--- src/rtl/port_regs_map.svh ---
`ifndef PORT_REGS_MAP_SVH
`define PORT_REGS_MAP_SVH

// address width and register byte offsets
`define AXI_ADDR_W       12
`define DEV_WORD_OFF     12'h0C8
`define IRQ_STATUS_OFF   12'h0E0
`define IRQ_MASK_OFF     12'h0E4

// control half, bits 15:0
`define F_REP_EN_MSB     3
`define F_REP_EN_LSB     0
`define F_RELAX_ORD      4
`define F_MPS_MSB        7
`define F_MPS_LSB        5
`define F_EXT_TAG        8
`define F_PHANTOM        9
`define F_AUX_PM_EN      10
`define F_NO_SNOOP       11
`define F_MRRS_MSB       14
`define F_MRRS_LSB       12
`define F_CTRL_RSVD      15

// status half, bits 31:16
`define F_ERR_MSB        19
`define F_ERR_LSB        16
`define F_AUX_DET        20
`define F_TRANS_PEND     21
`define F_STAT_RSVD_MSB  31
`define F_STAT_RSVD_LSB  22

// interrupt event layout
`define IRQ_W            5
`define IRQ_AUX_BIT      4

// reset values
`define REP_EN_RST       4'h0
`define MPS_RST          3'h0
`define AUX_PM_EN_RST    1'b0
`define AUX_DET_RST      1'b1
`define IMASK_RST        5'h00

`endif

--- src/rtl/port_regs_pkg.sv ---
package port_regs_pkg;

  typedef enum logic [1:0] {
    RESP_OKAY   = 2'h0,
    RESP_SLVERR = 2'h2
  } resp_t;

endpackage

--- src/rtl/sticky_flags.sv ---
`timescale 1ns/10ps
module sticky_flags #(
  parameter int unsigned WIDTH = 4
) (
  input  wire logic             aclk,
  input  wire logic             aresetn,
  input  wire logic             ce,
  input  wire logic             soft_clr,
  input  wire logic [WIDTH-1:0] set,
  input  wire logic [WIDTH-1:0] clr,
  output logic      [WIDTH-1:0] flags
);

  // set beats both write-one clear and soft clear
  always_ff @(posedge aclk) begin
    if (!aresetn) begin
      flags <= '0;
    end else if (ce) begin
      if (soft_clr) begin
        flags <= set;
      end else begin
        flags <= (flags & ~clr) | set;
      end
    end
  end

endmodule

--- src/rtl/port_device_control_status_regs.sv ---
// Decided for this implementation: the AXI4-Lite register port.
`timescale 1ns/10ps
`include "port_regs_map.svh"
// Functional notes
// - the relaxed-ordering enable bit always reads zero and ignores writes.
// - control bits 7:5 hold a writable payload limit that resets to 000b.
// - a written payload code above the supported maximum stores that maximum.
// - extended-tag and phantom-function enables always read zero and reset to zero.
// - control bit 10 is a writable sticky aux power enable that resets to zero.
// - the no-snoop enable bit always reads zero and resets to zero.
// - the read-request size field in bits 14:12 is hardwired to 000b.
// - status bits 16 to 19 set on the four error classes, clear on write one, reset zero.
// - each error class is logged whether or not its reporting enable is set.
// - status bit 20 shows detected aux power and resets to one.
// - the transactions-pending bit 21 is hardwired to zero.
module port_device_control_status_regs #(
  parameter logic [2:0] MPS_MAX = 3'h1
) (
  input  wire logic                   aclk,
  input  wire logic                   aresetn,
  input  wire logic                   ce,
  input  wire logic                   hot_rst,
  input  wire logic [3:0]             err_evt,
  input  wire logic                   aux_power_pin,
  input  wire logic                   awvalid,
  output logic                        awready,
  input  wire logic [`AXI_ADDR_W-1:0] awaddr,
  input  wire logic [2:0]             awprot,
  input  wire logic                   wvalid,
  output logic                        wready,
  input  wire logic [31:0]            wdata,
  input  wire logic [3:0]             wstrb,
  output logic                        bvalid,
  input  wire logic                   bready,
  output logic [1:0]                  bresp,
  input  wire logic                   arvalid,
  output logic                        arready,
  input  wire logic [`AXI_ADDR_W-1:0] araddr,
  input  wire logic [2:0]             arprot,
  output logic                        rvalid,
  input  wire logic                   rready,
  output logic [31:0]                 rdata,
  output logic [1:0]                  rresp,
  output logic [2:0]                  max_payload,
  output logic                        aux_power_en,
  output logic                        irq
);

  logic                       aw_full;
  logic [`AXI_ADDR_W-1:0]     aw_addr;
  logic                       w_full;
  logic [31:0]                w_data;
  logic [3:0]                 w_strb;
  logic                       wr_go;
  logic                       wr_dev;
  logic                       wr_istat;
  logic                       wr_imask;
  logic                       wr_mapped;
  logic                       rd_go;
  port_regs_pkg::resp_t       bresp_q;
  port_regs_pkg::resp_t       rresp_q;

  logic [3:0]                 rep_en;
  logic [2:0]                 mps;
  logic [2:0]                 next_mps;
  logic                       aux_pm_en;
  logic [3:0]                 err_flags;
  logic [3:0]                 err_clr;
  logic                       aux_s1;
  logic                       aux_s2;
  logic                       aux_s3;
  logic                       aux_det;
  logic                       aux_evt;
  logic [`IRQ_W-1:0]          irq_set;
  logic [`IRQ_W-1:0]          irq_clr;
  logic [`IRQ_W-1:0]          istat;
  logic [`IRQ_W-1:0]          imask;
  logic [31:0]                dev_word;
  logic [31:0]                next_rdata;
  port_regs_pkg::resp_t       next_rresp;

  assign awready = ce & ~aw_full;
  assign wready  = ce & ~w_full;

  always_ff @(posedge aclk) begin
    if (!aresetn) begin
      aw_full <= 1'b0;
      aw_addr <= '0;
    end else if (ce) begin
      if (awvalid && awready) begin
        aw_full <= 1'b1;
        aw_addr <= awaddr;
      end else if (wr_go) begin
        aw_full <= 1'b0;
      end
    end
  end

  always_ff @(posedge aclk) begin
    if (!aresetn) begin
      w_full <= 1'b0;
      w_data <= '0;
      w_strb <= '0;
    end else if (ce) begin
      if (wvalid && wready) begin
        w_full <= 1'b1;
        w_data <= wdata;
        w_strb <= wstrb;
      end else if (wr_go) begin
        w_full <= 1'b0;
      end
    end
  end

  // write commits once both halves are held and no response waits
  assign wr_go     = ce & aw_full & w_full & ~bvalid;
  assign wr_dev    = wr_go & ({aw_addr[`AXI_ADDR_W-1:2], 2'h0} == `DEV_WORD_OFF);
  assign wr_istat  = wr_go & ({aw_addr[`AXI_ADDR_W-1:2], 2'h0} == `IRQ_STATUS_OFF);
  assign wr_imask  = wr_go & ({aw_addr[`AXI_ADDR_W-1:2], 2'h0} == `IRQ_MASK_OFF);
  assign wr_mapped = wr_dev | wr_istat | wr_imask;

  always_ff @(posedge aclk) begin
    if (!aresetn) begin
      bvalid  <= 1'b0;
      bresp_q <= port_regs_pkg::RESP_OKAY;
    end else if (ce) begin
      if (wr_go) begin
        bvalid  <= 1'b1;
        bresp_q <= wr_mapped ? port_regs_pkg::RESP_OKAY : port_regs_pkg::RESP_SLVERR;
      end else if (bready) begin
        bvalid <= 1'b0;
      end
    end
  end

  assign bresp = bresp_q;

  // clamp an oversize payload code to the supported maximum
  always_comb begin
    next_mps = w_data[`F_MPS_MSB:`F_MPS_LSB];
    if (next_mps > MPS_MAX) begin
      next_mps = MPS_MAX;
    end
  end

  // hot reset restores non-sticky fields and blocks writes that cycle
  always_ff @(posedge aclk) begin
    if (!aresetn) begin
      rep_en <= `REP_EN_RST;
      mps    <= `MPS_RST;
    end else if (ce) begin
      if (hot_rst) begin
        rep_en <= `REP_EN_RST;
        mps    <= `MPS_RST;
      end else if (wr_dev && w_strb[0]) begin
        rep_en <= w_data[`F_REP_EN_MSB:`F_REP_EN_LSB];
        mps    <= next_mps;
      end
    end
  end

  // aux enable survives hot reset
  always_ff @(posedge aclk) begin
    if (!aresetn) begin
      aux_pm_en <= `AUX_PM_EN_RST;
    end else if (ce && !hot_rst && wr_dev && w_strb[1]) begin
      aux_pm_en <= w_data[`F_AUX_PM_EN];
    end
  end

  assign max_payload  = mps;
  assign aux_power_en = aux_pm_en;

  assign err_clr = (wr_dev && w_strb[2]) ? w_data[`F_ERR_MSB:`F_ERR_LSB] : 4'h0;

  // flags log every class, reporting enables do not gate them
  sticky_flags #(
    .WIDTH (4)
  ) u_err_flags (
    .aclk     (aclk),
    .aresetn  (aresetn),
    .ce       (ce),
    .soft_clr (hot_rst),
    .set      (err_evt),
    .clr      (err_clr),
    .flags    (err_flags)
  );

  // aux power pin synchroniser, change taken when stages 2 and 3 agree
  always_ff @(posedge aclk) begin
    if (!aresetn) begin
      aux_s1 <= `AUX_DET_RST;
      aux_s2 <= `AUX_DET_RST;
      aux_s3 <= `AUX_DET_RST;
    end else if (ce) begin
      aux_s1 <= aux_power_pin;
      aux_s2 <= aux_s1;
      aux_s3 <= aux_s2;
    end
  end

  assign aux_evt = (aux_s2 == aux_s3) & (aux_s3 != aux_det);

  always_ff @(posedge aclk) begin
    if (!aresetn) begin
      aux_det <= `AUX_DET_RST;
    end else if (ce && aux_s2 == aux_s3) begin
      aux_det <= aux_s3;
    end
  end

  assign irq_set = {aux_evt, err_evt};
  assign irq_clr = (wr_istat && w_strb[0]) ? w_data[`IRQ_W-1:0] : '0;

  sticky_flags #(
    .WIDTH (`IRQ_W)
  ) u_irq_flags (
    .aclk     (aclk),
    .aresetn  (aresetn),
    .ce       (ce),
    .soft_clr (1'b0),
    .set      (irq_set),
    .clr      (irq_clr),
    .flags    (istat)
  );

  always_ff @(posedge aclk) begin
    if (!aresetn) begin
      imask <= `IMASK_RST;
    end else if (ce && wr_imask && w_strb[0]) begin
      imask <= w_data[`IRQ_W-1:0];
    end
  end

  always_ff @(posedge aclk) begin
    if (!aresetn) begin
      irq <= 1'b0;
    end else if (ce) begin
      irq <= |(istat & imask);
    end
  end

  // fixed-zero fields are never stored, so writes cannot reach them
  always_comb begin
    dev_word                                 = 32'h0000_0000;
    dev_word[`F_REP_EN_MSB:`F_REP_EN_LSB]    = rep_en;
    dev_word[`F_MPS_MSB:`F_MPS_LSB]          = mps;
    dev_word[`F_AUX_PM_EN]                   = aux_pm_en;
    dev_word[`F_ERR_MSB:`F_ERR_LSB]          = err_flags;
    dev_word[`F_AUX_DET]                     = aux_det;
  end

  assign arready = ce & ~rvalid;
  assign rd_go   = arvalid & arready;

  always_comb begin
    next_rdata = 32'h0000_0000;
    next_rresp = port_regs_pkg::RESP_OKAY;
    if ({araddr[`AXI_ADDR_W-1:2], 2'h0} == `DEV_WORD_OFF) begin
      next_rdata = dev_word;
    end else if ({araddr[`AXI_ADDR_W-1:2], 2'h0} == `IRQ_STATUS_OFF) begin
      next_rdata[`IRQ_W-1:0] = istat;
    end else if ({araddr[`AXI_ADDR_W-1:2], 2'h0} == `IRQ_MASK_OFF) begin
      next_rdata[`IRQ_W-1:0] = imask;
    end else begin
      next_rresp = port_regs_pkg::RESP_SLVERR;
    end
  end

  always_ff @(posedge aclk) begin
    if (!aresetn) begin
      rvalid  <= 1'b0;
      rdata   <= 32'h0000_0000;
      rresp_q <= port_regs_pkg::RESP_OKAY;
    end else if (ce) begin
      if (rd_go) begin
        rvalid  <= 1'b1;
        rdata   <= next_rdata;
        rresp_q <= next_rresp;
      end else if (rready) begin
        rvalid <= 1'b0;
      end
    end
  end

  assign rresp = rresp_q;

  logic                       dev_rd;
  assign dev_rd = rd_go & ({araddr[`AXI_ADDR_W-1:2], 2'h0} == `DEV_WORD_OFF);
endmodule

--- config.mk ---
export PLATFORM = sky130hd
export DESIGN_NAME = port_device_control_status_regs
export DESIGN_NICKNAME = d
export VERILOG_FILES = /design/src/rtl/port_regs_pkg.sv /design/src/rtl/sticky_flags.sv /design/src/rtl/port_device_control_status_regs.sv
export VERILOG_INCLUDE_DIRS = /design/src /design/src/rtl
export SDC_FILE = /design/constraint.sdc
export NUM_CORES = 1
export LEC_CHECK = 0
export ABC_AREA = 1
export BUFFER_PORTS_ARGS = -buffer_cell sky130_fd_sc_hd__clkbuf_2
export CAP_MARGIN = 20
export CORE_ASPECT_RATIO = 1.75
export CORE_MARGIN = 3
export CORE_UTILIZATION = 44
export CTS_CLUSTER_SIZE = 25
export DETAILED_ROUTE_END_ITERATION = 6
export GPL_TIMING_DRIVEN = 0
export PLACE_DENSITY = 0.87
export SYNTH_ARGS = -nofsm -noshare
export SYNTH_HDL_FRONTEND = slang
export SYNTH_SLANG_ARGS = --single-unit
--- constraint.sdc ---
create_clock -name aclk -period 1.3 [get_ports aclk]
set_input_delay 0.13 -clock aclk [delete_from_list [all_inputs] [get_ports aclk]]
set_output_delay 0.13 -clock aclk [all_outputs]
set_load 0.05 [all_outputs]
Word level (Yosys, flattened, before mapping)

Cells that the tools add are included.

Eq/ne operators: 8
Reductions and logical operators: 27
Multiplexer cells: 23
$lt $le $gt $ge: 1
Bitwise logic cells: 24

Operator list:

| kind                | count |
|---|---|
| $eq 10x6->1 const B | 6 |
| $mux 5              | 4 |
| $reduce_and 2->1    | 9 |
| $mux 16             | 1 |
| $mux 4              | 4 |
| $and 1x1->1         | 11 |
| $logic_and 1x1->1   | 11 |
| $and 5x5->5         | 2 |
| $reduce_bool 2->1   | 5 |
| $mux 3              | 3 |
| $mux 2              | 4 |
| $mux 1              | 7 |
| $not 5->5           | 1 |
| $or 5x5->5          | 1 |
| $reduce_or 5->1     | 1 |
| $and 4x4->4         | 1 |
| $not 1->1           | 4 |
| $not 4->4           | 1 |
| $or 4x4->4          | 1 |
| $gt 3x1->1 const B  | 1 |
| $or 1x1->1          | 2 |
| $eq 1x1->1          | 1 |
| $logic_not 1->1     | 1 |
| $ne 1x1->1          | 1 |

Input bits: 80
Register bits: 102
Logic and storage cells: 104

Depth between registers and ports, before layout

Gate-level depths: netlist of the first run.

Depth in word-level cells: 10
Gate-level depth with buffers: 9
Gate-level depth less buffers: 9

Modules after synthesis

From an unflattened synthesis of the first run, not the netlist that was laid out.

Cell total of the unflattened synthesis: 457
Area, all modules: 3308.2 sq um

Modules (own cells, without submodules):

| module                          | cells an instance | area an instance (sq um) | sequential area each (sq um) | times used |
|---|---|---|---|---|
| port_device_control_status_regs | 409               | 2947.8                   | 1281.2                       | 1 |
| sticky_flags (u_irq_flags)      | 27                | 206.4                    | 100.1                        | 1 |
| sticky_flags (u_err_flags)      | 21                | 153.9                    | 80.1                         | 1 |

Worst setup path before layout of the first run

Ideal clock, no wire load.

Kind: register to register
From: register rvalid
To: register rdata[10]
Library setup time: 0.128 ns
Stages on the path, launching flop included: 7
Data arrival time: 1.376 ns
Slack: -0.205 ns
Path buffers: 1
Path through: dfxtp_1 -> nor2_8 -> nand2_4 -> inv_2 -> buf_6 -> o21ai_0 -> nor3_1

Cells in the longest elaborated chain, start to end: 4

Ends and longest elaborated chain:

| item                              | line                                   | RTL |
|---|---|---|
| start, declared                   | port_device_control_status_regs.sv:40  | `output logic rvalid,` |
| start signal, assigned            | port_device_control_status_regs.sv:272 | `rvalid <= 1'b0;` |
| start signal, assigned            | port_device_control_status_regs.sv:277 | `rvalid <= 1'b1;` |
| start signal, assigned            | port_device_control_status_regs.sv:281 | `rvalid <= 1'b0;` |
| $not 1->1                         | port_device_control_status_regs.sv:253 | `assign arready = ce & ~rvalid;` |
| $and 1x1->1                       | port_device_control_status_regs.sv:253 |  |
| net arready                       | port_device_control_status_regs.sv:37  | `output logic arready,` |
| $and 1x1->1                       | port_device_control_status_regs.sv:254 | `assign rd_go = arvalid & arready;` |
| $reduce_and 2->1 (no source line) | --                                     |  |
| end signal, assigned              | port_device_control_status_regs.sv:278 | `rdata <= next_rdata;` |
| end, declared                     | port_device_control_status_regs.sv:42  | `output logic [31:0] rdata,` |

The timed path passes the listed nets, and every way through them passes these cells.
A chain may end at the register's enable or synchronous reset.

Worst setup path in the final report of the first run

From: register aw_full
To: register imask[4]

Cells in the longest elaborated chain, start to end: 6

Ends and longest elaborated chain:

| item                           | line                                   | RTL |
|---|---|---|
| start, declared                | port_device_control_status_regs.sv:49  | `logic aw_full;` |
| start signal, assigned         | port_device_control_status_regs.sv:87  | `aw_full <= 1'b0;` |
| start signal, assigned         | port_device_control_status_regs.sv:91  | `aw_full <= 1'b1;` |
| start signal, assigned         | port_device_control_status_regs.sv:94  | `aw_full <= 1'b0;` |
| $and 1x1->1 (3 in a row)       | port_device_control_status_regs.sv:116 | `assign wr_go = ce & aw_full & w_full & ~bvalid;` |
| $and 1x1->1                    | port_device_control_status_regs.sv:119 | `` assign wr_imask = wr_go & ({aw_addr[`AXI_ADDR_W-1:2], 2'h0} == `IRQ_MASK_OFF); `` |
| $logic_and 1x1->1 (2 in a row) | port_device_control_status_regs.sv:230 | `end else if (ce && wr_imask && w_strb[0]) begin` |
| end signal, assigned           | port_device_control_status_regs.sv:229 | `` imask <= `IMASK_RST; `` |
| end signal, assigned           | port_device_control_status_regs.sv:231 | `` imask <= w_data[`IRQ_W-1:0]; `` |
| end, declared                  | port_device_control_status_regs.sv:77  | `` logic [`IRQ_W-1:0] imask; `` |

No other way between the ends.

==> results of run 1 <==
[state kept, by name, indices dropped and copies added, names as in the netlist, 3 cells and up]
signal,cells
rdata,14
w_data,13
aw_addr,10
imask,5
u_irq_flags.flags,5
rep_en,4
u_err_flags.flags,4
max_payload,3
w_strb,3
[repair_timing]
item / 4_1_cts / 5_1_grt
resized for setup: 16 / 39
gates cloned: 0 / 1
endpoints found under the setup margin: 24 / 25
pin swaps: 3 / 11
buffers inserted: 1 / 10
[worst min-delay path: stages]
cell	delay, ns
clkbuf_2	0.08
nand3_1	0.07
a21oi_1	0.06
[worst min path at each step]
stage / startpoint / end / slack [ns] / cells after the start
final: awaddr[5] / aw_addr[5] / 0.04 / 3
after detailed placement: aux_power_pin / aux_s1 / 0.38 / 3
after floorplan: aux_power_pin / aux_s1 / 0.26 / 2
after global placement: aux_power_pin / aux_s1 / 0.37 / 3
after CTS: awaddr[5] / aw_addr[5] / 0.04 / 3
after global routing: awaddr[5] / aw_addr[5] / 0.04 / 3
[cells in the final DEF, fill, tap and decap left out, types with 4 or more instances in the layout]
cell / count
clkbuf_16: 10
inv_1: 38
nor2_2: 4
a211oi_1: 9
nand2_4: 5
conb_1: 20
buf_2: 7
a21oi_1: 58
nand2_1: 71
buf_4: 32
o21ai_0: 25
clkbuf_1: 10
clkbuf_2: 72
o21a_1: 4
nor2_4: 8
dfxtp_1: 67
nand2_2: 8
nand3_1: 36
a21oi_2: 5
nor2_1: 22
[per-layer routing]
metal	track usage (%)	up-vias
met3	5.07	34
li1	-	1623
met5	0	-
met2	40.1	145
met1	20.2	1501
met4	10.7	0
[final cells by class]
type                    count  area, um2  area share, %
multi-input cells         297       1650           37.1
flip-flops and latches     73       1480           33.3
repair buffers             85        475           10.7
clock buffers              14        274           6.17
plain buffers              38        253           5.69
inverters                  44        170           3.83
well taps                  86        108           2.42
clock inverters             2       35.0          0.789
[cell families after synthesis]
kind of cell    Yosys count  synth area share [%]
compound gates          109                  18.4
simple gates            167                  24.6
buf+inv                  82                  12.5
flops                    73                  44.4
other cells               1                 0.114
[where the power goes]
group / switching [W] / internal [W]
registers: 0.0000684 / 0.00234
clock network: 0.000894 / 0.00164
logic: 0.000583 / 0.000276
total: 0.00155 / 0.00425
[stage by stage]
step,cell area (um2),hold WS [ns],worst slack (ns)
2_1_floorplan,3370,0.256,0.0104
3_3_place_gp,3850,0.372,-0.128
3_5_place_dp,3850,0.382,-0.165
4_1_cts,4230,0.0397,-0.0117
5_1_grt,4440,0.0446,-0.127
6_report,4440,0.0386,-0.0669
==> flow_summary.yaml, run 1 <==
logic_synthesis:
  syn-mean-instance-area_um2: 7.62
  synth_common_cells: "nand2_1 (82), dfxtp_1 (73), a21oi_1 (59)"
  ys_seq_area_share_pct: 44.4
  synth.distinct_cells: 29
  synth_ff_type: "dfxtp_1"
  ys.warnings.count: 0
  netlist.area_leader.share_pct: 44.4
  synth_top_area_cell: "dfxtp_1"
  yosysMostFrequentCell: "nand2_1"
  synth_edf_count: 0
  netlist_area_mm2: 0.00329
  ys_ff_latch: 73
  netlist_instances: 432
  synthArstFlopShare_pct: 0
  synth_area_leaders: "dfxtp_1 (44%), nand2_1 (9.4%), a21oi_1 (9.0%)"
grt:
  grt_pass1_vias: 3118
  antenna_found_initial: 0
  grt_usage_pct: 21.1
  grt.overflow.total: 0
  grt_max_degree: 12
  grt_pass1_wl_um: 14200
setup_path:
  rrSetupSlack_ns: -0.07
  r2r-end: "imask[4]"
  cp-end-kind: "flop"
  critPathKind: "reg -> reg"
  cp.arrival_ns: 1.55
  reg2regPathDepth: 6
  crit_family: "simple AND/OR/NAND/NOR gates"
  path_depth: 6
  worst-path-buf-inv: 1
  cpPeakStageDelay_ns: 0.38
  path_cells: "nand4_4 -> nor2_8 -> buf_4 -> nand3_4 -> nor2_1 -> a211oi_1"
  setup.worst_path.start: "aw_full"
  crit_required_ns: 1.48
  crit_path_top_delay_cell: "dfxtp_4"
  crit_end: "imask[4]"
  r2r_start: "aw_full"
  cp_max_fo: 6
  cp-start-kind: "flop"
timing:
  worstMarginPinSlew_ns: 0.652
  hold_violations: 0
  fin_ws_ns: -0.0669
  slew-limit-headroom_pct: 56.6
  setup_viol_count_final: 17
  rsz0062_at_grt: "yes"
  clock_skew_ns: 0.00445
  fmax_mhz: 732
  tns_ns: -0.422
  min_period_ns: 1.37
  period_share_pct: 105
  drv_slew: 0
cts:
  clk_latency_ns: 0.33
  cts_tree: "built"
  hold_buffers: 0
  cts_root_buffer: "clkbuf_16"
  cts_buffer_depth: 2
  cts.sinks: 73
  cts_buffers: 9
  htree_levels: 3
  cts.clk_slew.worst_paths_ns: 0.05
place:
  place.gp.congestion: 0.824
  portBuffers: 74
  dp.cells: 611
  place.detailed.hpwl_um: 6720
drt:
  route.met2.wl_um: 5230
  drc: 0
  wl_met1_um: 3130
  detail_route.vias_per_cell: 5.17
  num_vias: 3303
  ant_nets: 0
  dr.first_iter.drc_count: 322
  routed-wl-met3_um: 645
  dr.pass1.iters: 4
  routedWlPerCell_um: 14.8
  wirelength_um: 9440
  top_layer: "met4"
cells_and_area:
  antenna_cells: 0
  finalNonFillerCells: 639
  nets: 628
  final_layout_size_suffix_gt1_share_pct: 33.3
  fillers: 586
  final_util_pct: 61.4
  syn_to_final_growth_pct: 34.9
die:
  initial_core_util_pct: 45.5
  ios: 126
  row_count: 41
  coreArea_mm2: 0.00723
  die_x_um: 71.4
  dieArea_mm2: 0.00860
  dieHeight_um: 120
pwr:
  power.density_mw_per_mm2: 1310
  power_w: 0.00580
  vdd.ir_drop.worst_v: 0.000925
  p_leak_nw: 1.97
outcome:
  outcome: "finished, violations left"
  violations: "negative setup slack"
hold_path:
  min_path_type: "in -> reg"
flow_run:
  cap_violations: 0
Power figures use the tool's default switching activity.
==> run 2, diff against run 1 <==
--- a/config.mk
+++ b/config.mk
@@ -19,3 +19,4 @@
 export SYNTH_ARGS = -nofsm -noshare
 export SYNTH_HDL_FRONTEND = slang
 export SYNTH_SLANG_ARGS = --single-unit
+export TNS_END_PERCENT = 50
==> flow_summary.yaml, run 2 (synthesized netlist as in run 1, its figures left out) <==
drt:
  detail_route.vias_per_cell: 5.13
  ant_nets: 0
  dr.first_iter.drc_count: 201
  wirelength_um: 8830
  dr.pass1.iters: 4
  routedWlPerCell_um: 14.1
  drc: 0
  num_vias: 3221
timing:
  period_share_pct: 103
  min_period_ns: 1.34
  clock_skew_ns: 0.00558
  fin_ws_ns: -0.0371
  fmax_mhz: 748
  slew-limit-headroom_pct: 56.2
  setup_viol_count_final: 9
  rsz0062_at_grt: "yes"
  worstMarginPinSlew_ns: 0.656
  tns_ns: -0.234
  hold_violations: 0
  drv_slew: 0
grt:
  use_met2_pct: 38.3
  grt-busiest-layer: "met2"
  grt_pass1_vias: 3048
  grt_pass1_wl_um: 14000
  grt_usage_pct: 20.8
  grt_max_degree: 13
  grtUsageMet3_pct: 4.41
  antenna_found_initial: 0
  use_met1_pct: 20.8
  grt.overflow.total: 0
cells_and_area:
  fin_area_mm2: 0.00428
  nets: 617
  top_register: "rdata"
  final_layout_size_suffix_gt1_share_pct: 30.4
  final_cell_mix: "nand2_1 (74), clkbuf_2 (72), dfxtp_1 (68), a21oi_1 (57), inv_1 (39)"
  antenna_cells: 0
  largest_register_ffs: 14
  syn_to_final_growth_pct: 30.1
  layout_commonest_cell: "nand2_1"
  fillers: 615
  reg_top3: "rdata: 14 flops, w_data: 13 flops, aw_addr: 10 flops"
setup_path:
  rrSetupSlack_ns: -0.04
  critPathKind: "reg -> reg"
  cp-start-kind: "flop"
  cp.arrival_ns: 1.53
  setup.worst_path.start: "aw_full"
  cp-end-kind: "flop"
  r2r_start: "aw_full"
  crit_end: "rep_en[3]"
  cp_max_fo: 6
  r2r-end: "rep_en[3]"
  reg2regPathDepth: 7
  crit_required_ns: 1.49
cts:
  cts.clk_slew.worst_paths_ns: 0.06
  hold_buffers: 0
  clk_latency_ns: 0.33
  cts_root_buffer: "clkbuf_16"
  cts_buffer_depth: 2
  cts_tree: "built"
  cts.sinks: 73
  htree_levels: 3
  cts_buffers: 9
die:
  die_x_um: 71.4
  initial_core_util_pct: 45.5
  ios: 126
  dieArea_mm2: 0.00860
  dieHeight_um: 120
  row_count: 41
  coreArea_mm2: 0.00723
place:
  place.detailed.hpwl_um: 6510
  portBuffers: 74
  dp_slack_ns: -0.176
  placed_area_mm2: 0.00385
  place.gp.congestion: 0.893
outcome:
  outcome: "finished, violations left"
  violations: "negative setup slack"
pwr:
  power.density_mw_per_mm2: 1350
  p_leak_nw: 1.90
  power_w: 0.00578
  vdd.ir_drop.worst_v: 0.00105
hold_path:
  holdCritStartpoint: "aux_power_pin"
  min_path_type: "in -> reg"
flow_run:
  cap_violations: 0
run 2: changes by cell type in the layout (fill, tap and decap cells not counted), moves of 2 or more:
cell / previous run / this run
clkinv_2: 1 / 5
clkbuf_8: 3 / 1
a211oi_1: 9 / 12
o21ai_1: 3 / 5
nand2_1: 71 / 74
o21ai_0: 25 / 23
nor3_1: 2 / 4
buf_4: 32 / 21
nand2_2: 8 / 6
clkbuf_1: 10 / 8
a211oi_2: 3 / 0
run 2: repair_timing:
item,CTS,global route
setup endpoints to repair,24,25
setup buffers,1,0
pin swaps,6,11
gates resized for setup,20,21
run 2: per-layer routing:
layer  wire, um  vias up
met5          0        -
met4        305        0
met3        704       25
met2       4830      143
met1       2990     1446
li1           -     1607
run 2: where the power goes:
group / leakage (nW) / switching [W] / internal, W / total, W
clock: 0.159 / 0.000902 / 0.00166 / 0.00256
combinational: 1.14 / 0.000565 / 0.000251 / 0.000816
sequential: 0.599 / 0.0000639 / 0.00234 / 0.00240
total: 1.90 / 0.00153 / 0.00425 / 0.00578
run 2: area by class of cell:
class	instances	area [um2]	share of cell area (%)
well taps	86	108	2.51
clock buffers	9	225	5.26
plain buffers	38	249	5.82
clock inverters	7	85.1	1.99
flip-flops and latches	73	1480	34.5
repair buffers	75	389	9.09
inverters	44	168	3.92
multi-input cells	296	1580	37.0
run 2: how the worst min path moves through the flow:
stage                            end  slack [ns]  cells past startpoint
after global placement        aux_s1        0.37                      3
after floorplan               aux_s1        0.26                      2
after global routing      aw_addr[8]        0.07                      3
after detailed placement      aux_s1        0.38                      3
final                         aux_s1        0.04                      3
after CTS                 aw_addr[6]        0.04                      3
run 2: critical path, stage by stage, from the launching register on:
cell     delay [ns]
dfxtp_4        0.37
nand4_4        0.15
nor2_8         0.22
nand3_4        0.13
nand2_4        0.12
nand2_8        0.08
nand2_4        0.07
a21oi_2        0.04
run 2: per-stage QoR:
step / util [%] / hold slack, ns / instances
6_report: 59.2 / 0.0428 / 628
5_1_grt: 59.2 / 0.0690 / 628
4_1_cts: 58.4 / 0.0408 / 628
3_5_place_dp: 53.2 / 0.381 / 611
3_3_place_gp: 53.2 / 0.373 / 611
2_1_floorplan: - / 0.256 / 451
==> run 3, diff against run 2 <==
--- a/config.mk
+++ b/config.mk
@@ -9,7 +9,6 @@
 export ABC_AREA = 1
 export BUFFER_PORTS_ARGS = -buffer_cell sky130_fd_sc_hd__clkbuf_2
 export CAP_MARGIN = 20
-export CORE_ASPECT_RATIO = 1.75
 export CORE_MARGIN = 3
 export CORE_UTILIZATION = 44
 export CTS_CLUSTER_SIZE = 25
==> constraint.sdc (replaced) <==
create_clock -name aclk -period 1.3 [get_ports aclk]
set_input_delay 0.13 -clock aclk [delete_from_list [all_inputs] [get_ports aclk]]
set_output_delay 0.13 -clock aclk [all_outputs]
set_load 0.1 [all_outputs]
==> flow_summary.yaml, run 3 (synthesized netlist as in run 1, its figures left out) <==
outcome:
  outcome: "finished, violations left"
  violations: "negative setup slack"
drt:
  routedWlPerCell_um: 13.0
  wirelength_um: 8410
  drc: 0
  ant_nets: 0
  dr.pass1.iters: 5
  dr.first_iter.drc_count: 227
  num_vias: 3192
  detail_route.vias_per_cell: 4.95
cells_and_area:
  layout_commonest_cell: "nand2_1"
  final_cell_mix: "nand2_1 (74), dfxtp_1 (61), a21oi_1 (57), clkbuf_2 (57), inv_1 (39)"
  top_register: "rdata"
  nets: 624
  final_layout_size_suffix_gt1_share_pct: 33.2
  largest_register_ffs: 14
  antenna_cells: 0
  syn_to_final_growth_pct: 31.2
  reg_top3: "rdata: 14 flops, w_data: 13 flops, aw_addr: 10 flops"
  final_util_pct: 61.5
die:
  dieHeight_um: 92.5
  dieArea_mm2: 0.00856
  initial_core_util_pct: 46.9
  row_count: 30
  die_x_um: 92.5
  coreArea_mm2: 0.00702
  ios: 126
setup_path:
  cp-end-kind: "output port"
  cp.arrival_ns: 1.25
  cp_max_fo: 6
  path_cells: "nor2_4 -> buf_6 -> clkbuf_16"
  cp-start-kind: "flop"
  crit_path_top_delay_cell: "dfxtp_4"
  critPathKind: "reg -> out"
  cpPeakStageDelay_ns: 0.37
  crit_family: "flip-flops"
  crit_required_ns: 1.17
  worst-path-buf-inv: 2
timing:
  worstMarginPinSlew_ns: 0.648
  clock_skew_ns: 0.00807
  rsz0062_at_grt: "yes"
  hold_slack_ns: 0.00580
  hold_violations: 0
  fin_ws_ns: -0.0847
  fmax_mhz: 722
  drv_slew: 0
  setup_viol_count_final: 8
  min_period_ns: 1.38
  slew-limit-headroom_pct: 56.8
  period_share_pct: 107
cts:
  cts_buffer_depth: 2
  hold_buffers: 0
  cts_root_buffer: "clkbuf_8"
  cts_buffers: 9
  cts_tree: "built"
  cts.clk_slew.worst_paths_ns: 0.08
  htree_levels: 3
  clk_latency_ns: 0.35
  cts.sinks: 73
place:
  place.gp.congestion: 0.852
  place.detailed.hpwl_um: 6200
  portBuffers: 74
  dp_slack_ns: -0.106
grt:
  grt_usage_pct: 19.6
  grt_max_degree: 12
  antenna_found_initial: 0
  grt_pass1_wl_um: 13500
  grt_pass1_vias: 2907
  grt.overflow.total: 0
hold_path:
  min_path_type: "in -> reg"
pwr:
  p_leak_nw: 1.92
  power_w: 0.00521
  power.density_mw_per_mm2: 1210
  vdd.ir_drop.worst_v: 0.000640
flow_run:
  cap_violations: 0
run 3: layer usage:
metal  global-route usage (%)  routed length [um]  up-vias
met5                        0                   0        -
met1                     24.4                3690     1454
li1                         -                   -     1608
met4                     5.69                  84        0
met3                     5.20                 608        9
met2                     33.2                4020      121
run 3: power by group:
part	internal [W]	switching [W]	total, W
combinational	0.000285	0.000796	0.00108
sequential	0.00233	0.0000711	0.00241
clock	0.000905	0.000817	0.00172
run 3: worst min-delay path, cell delays in order:
cell and delay [ns]:
clkbuf_2 0.09, nand2_1 0.05, nand3_1 0.06
run 3: final timing paths:
path / from / depth (start not counted) / slack, ns / to
max: w_full / 3 / -0.08 / wready
min: aux_power_pin / 3 / 0.006 / aux_s1
max reg2reg: aw_full / 7 / -0.03 / rep_en[3]
min reg2reg: rdata[1] / 2 / 0.46 / rdata[1]
run 3: repair_timing:
| action | 4_1_cts | 5_1_grt |
|---|---|---|
| setup buffers | 0 | 8 |
| pin swaps | 2 | 6 |
| setup endpoints to repair | 31 | 33 |
| gates resized for setup | 24 | 27 |
run 3: cell type report:
| cell class | instances | area (um2) |
|---|---|---|
| Inverter | 44 | 173 |
| Sequential cell | 73 | 1490 |
| Clock buffer | 15 | 186 |
| Tap cell | 96 | 120 |
| Multi-Input combinational cell | 296 | 1590 |
| Fill cell | 614 | 2700 |
| Clock inverter | 1 | 7.51 |
| Buffer | 38 | 262 |
| Timing Repair Buffer | 82 | 490 |
run 3: through the flow:
| stage | instances | cell area, um2 | setup TNS [ns] |
|---|---|---|---|
| finish | 645 | 4320 | -0.200 |
| global route | 645 | 4320 | -1.56 |
| CTS | 637 | 4210 | -0.0973 |
| detailed placement | 621 | 3920 | -1.86 |
| global placement | 621 | 3920 | -0.986 |
| floorplan | 451 | 3430 | -3.59 |
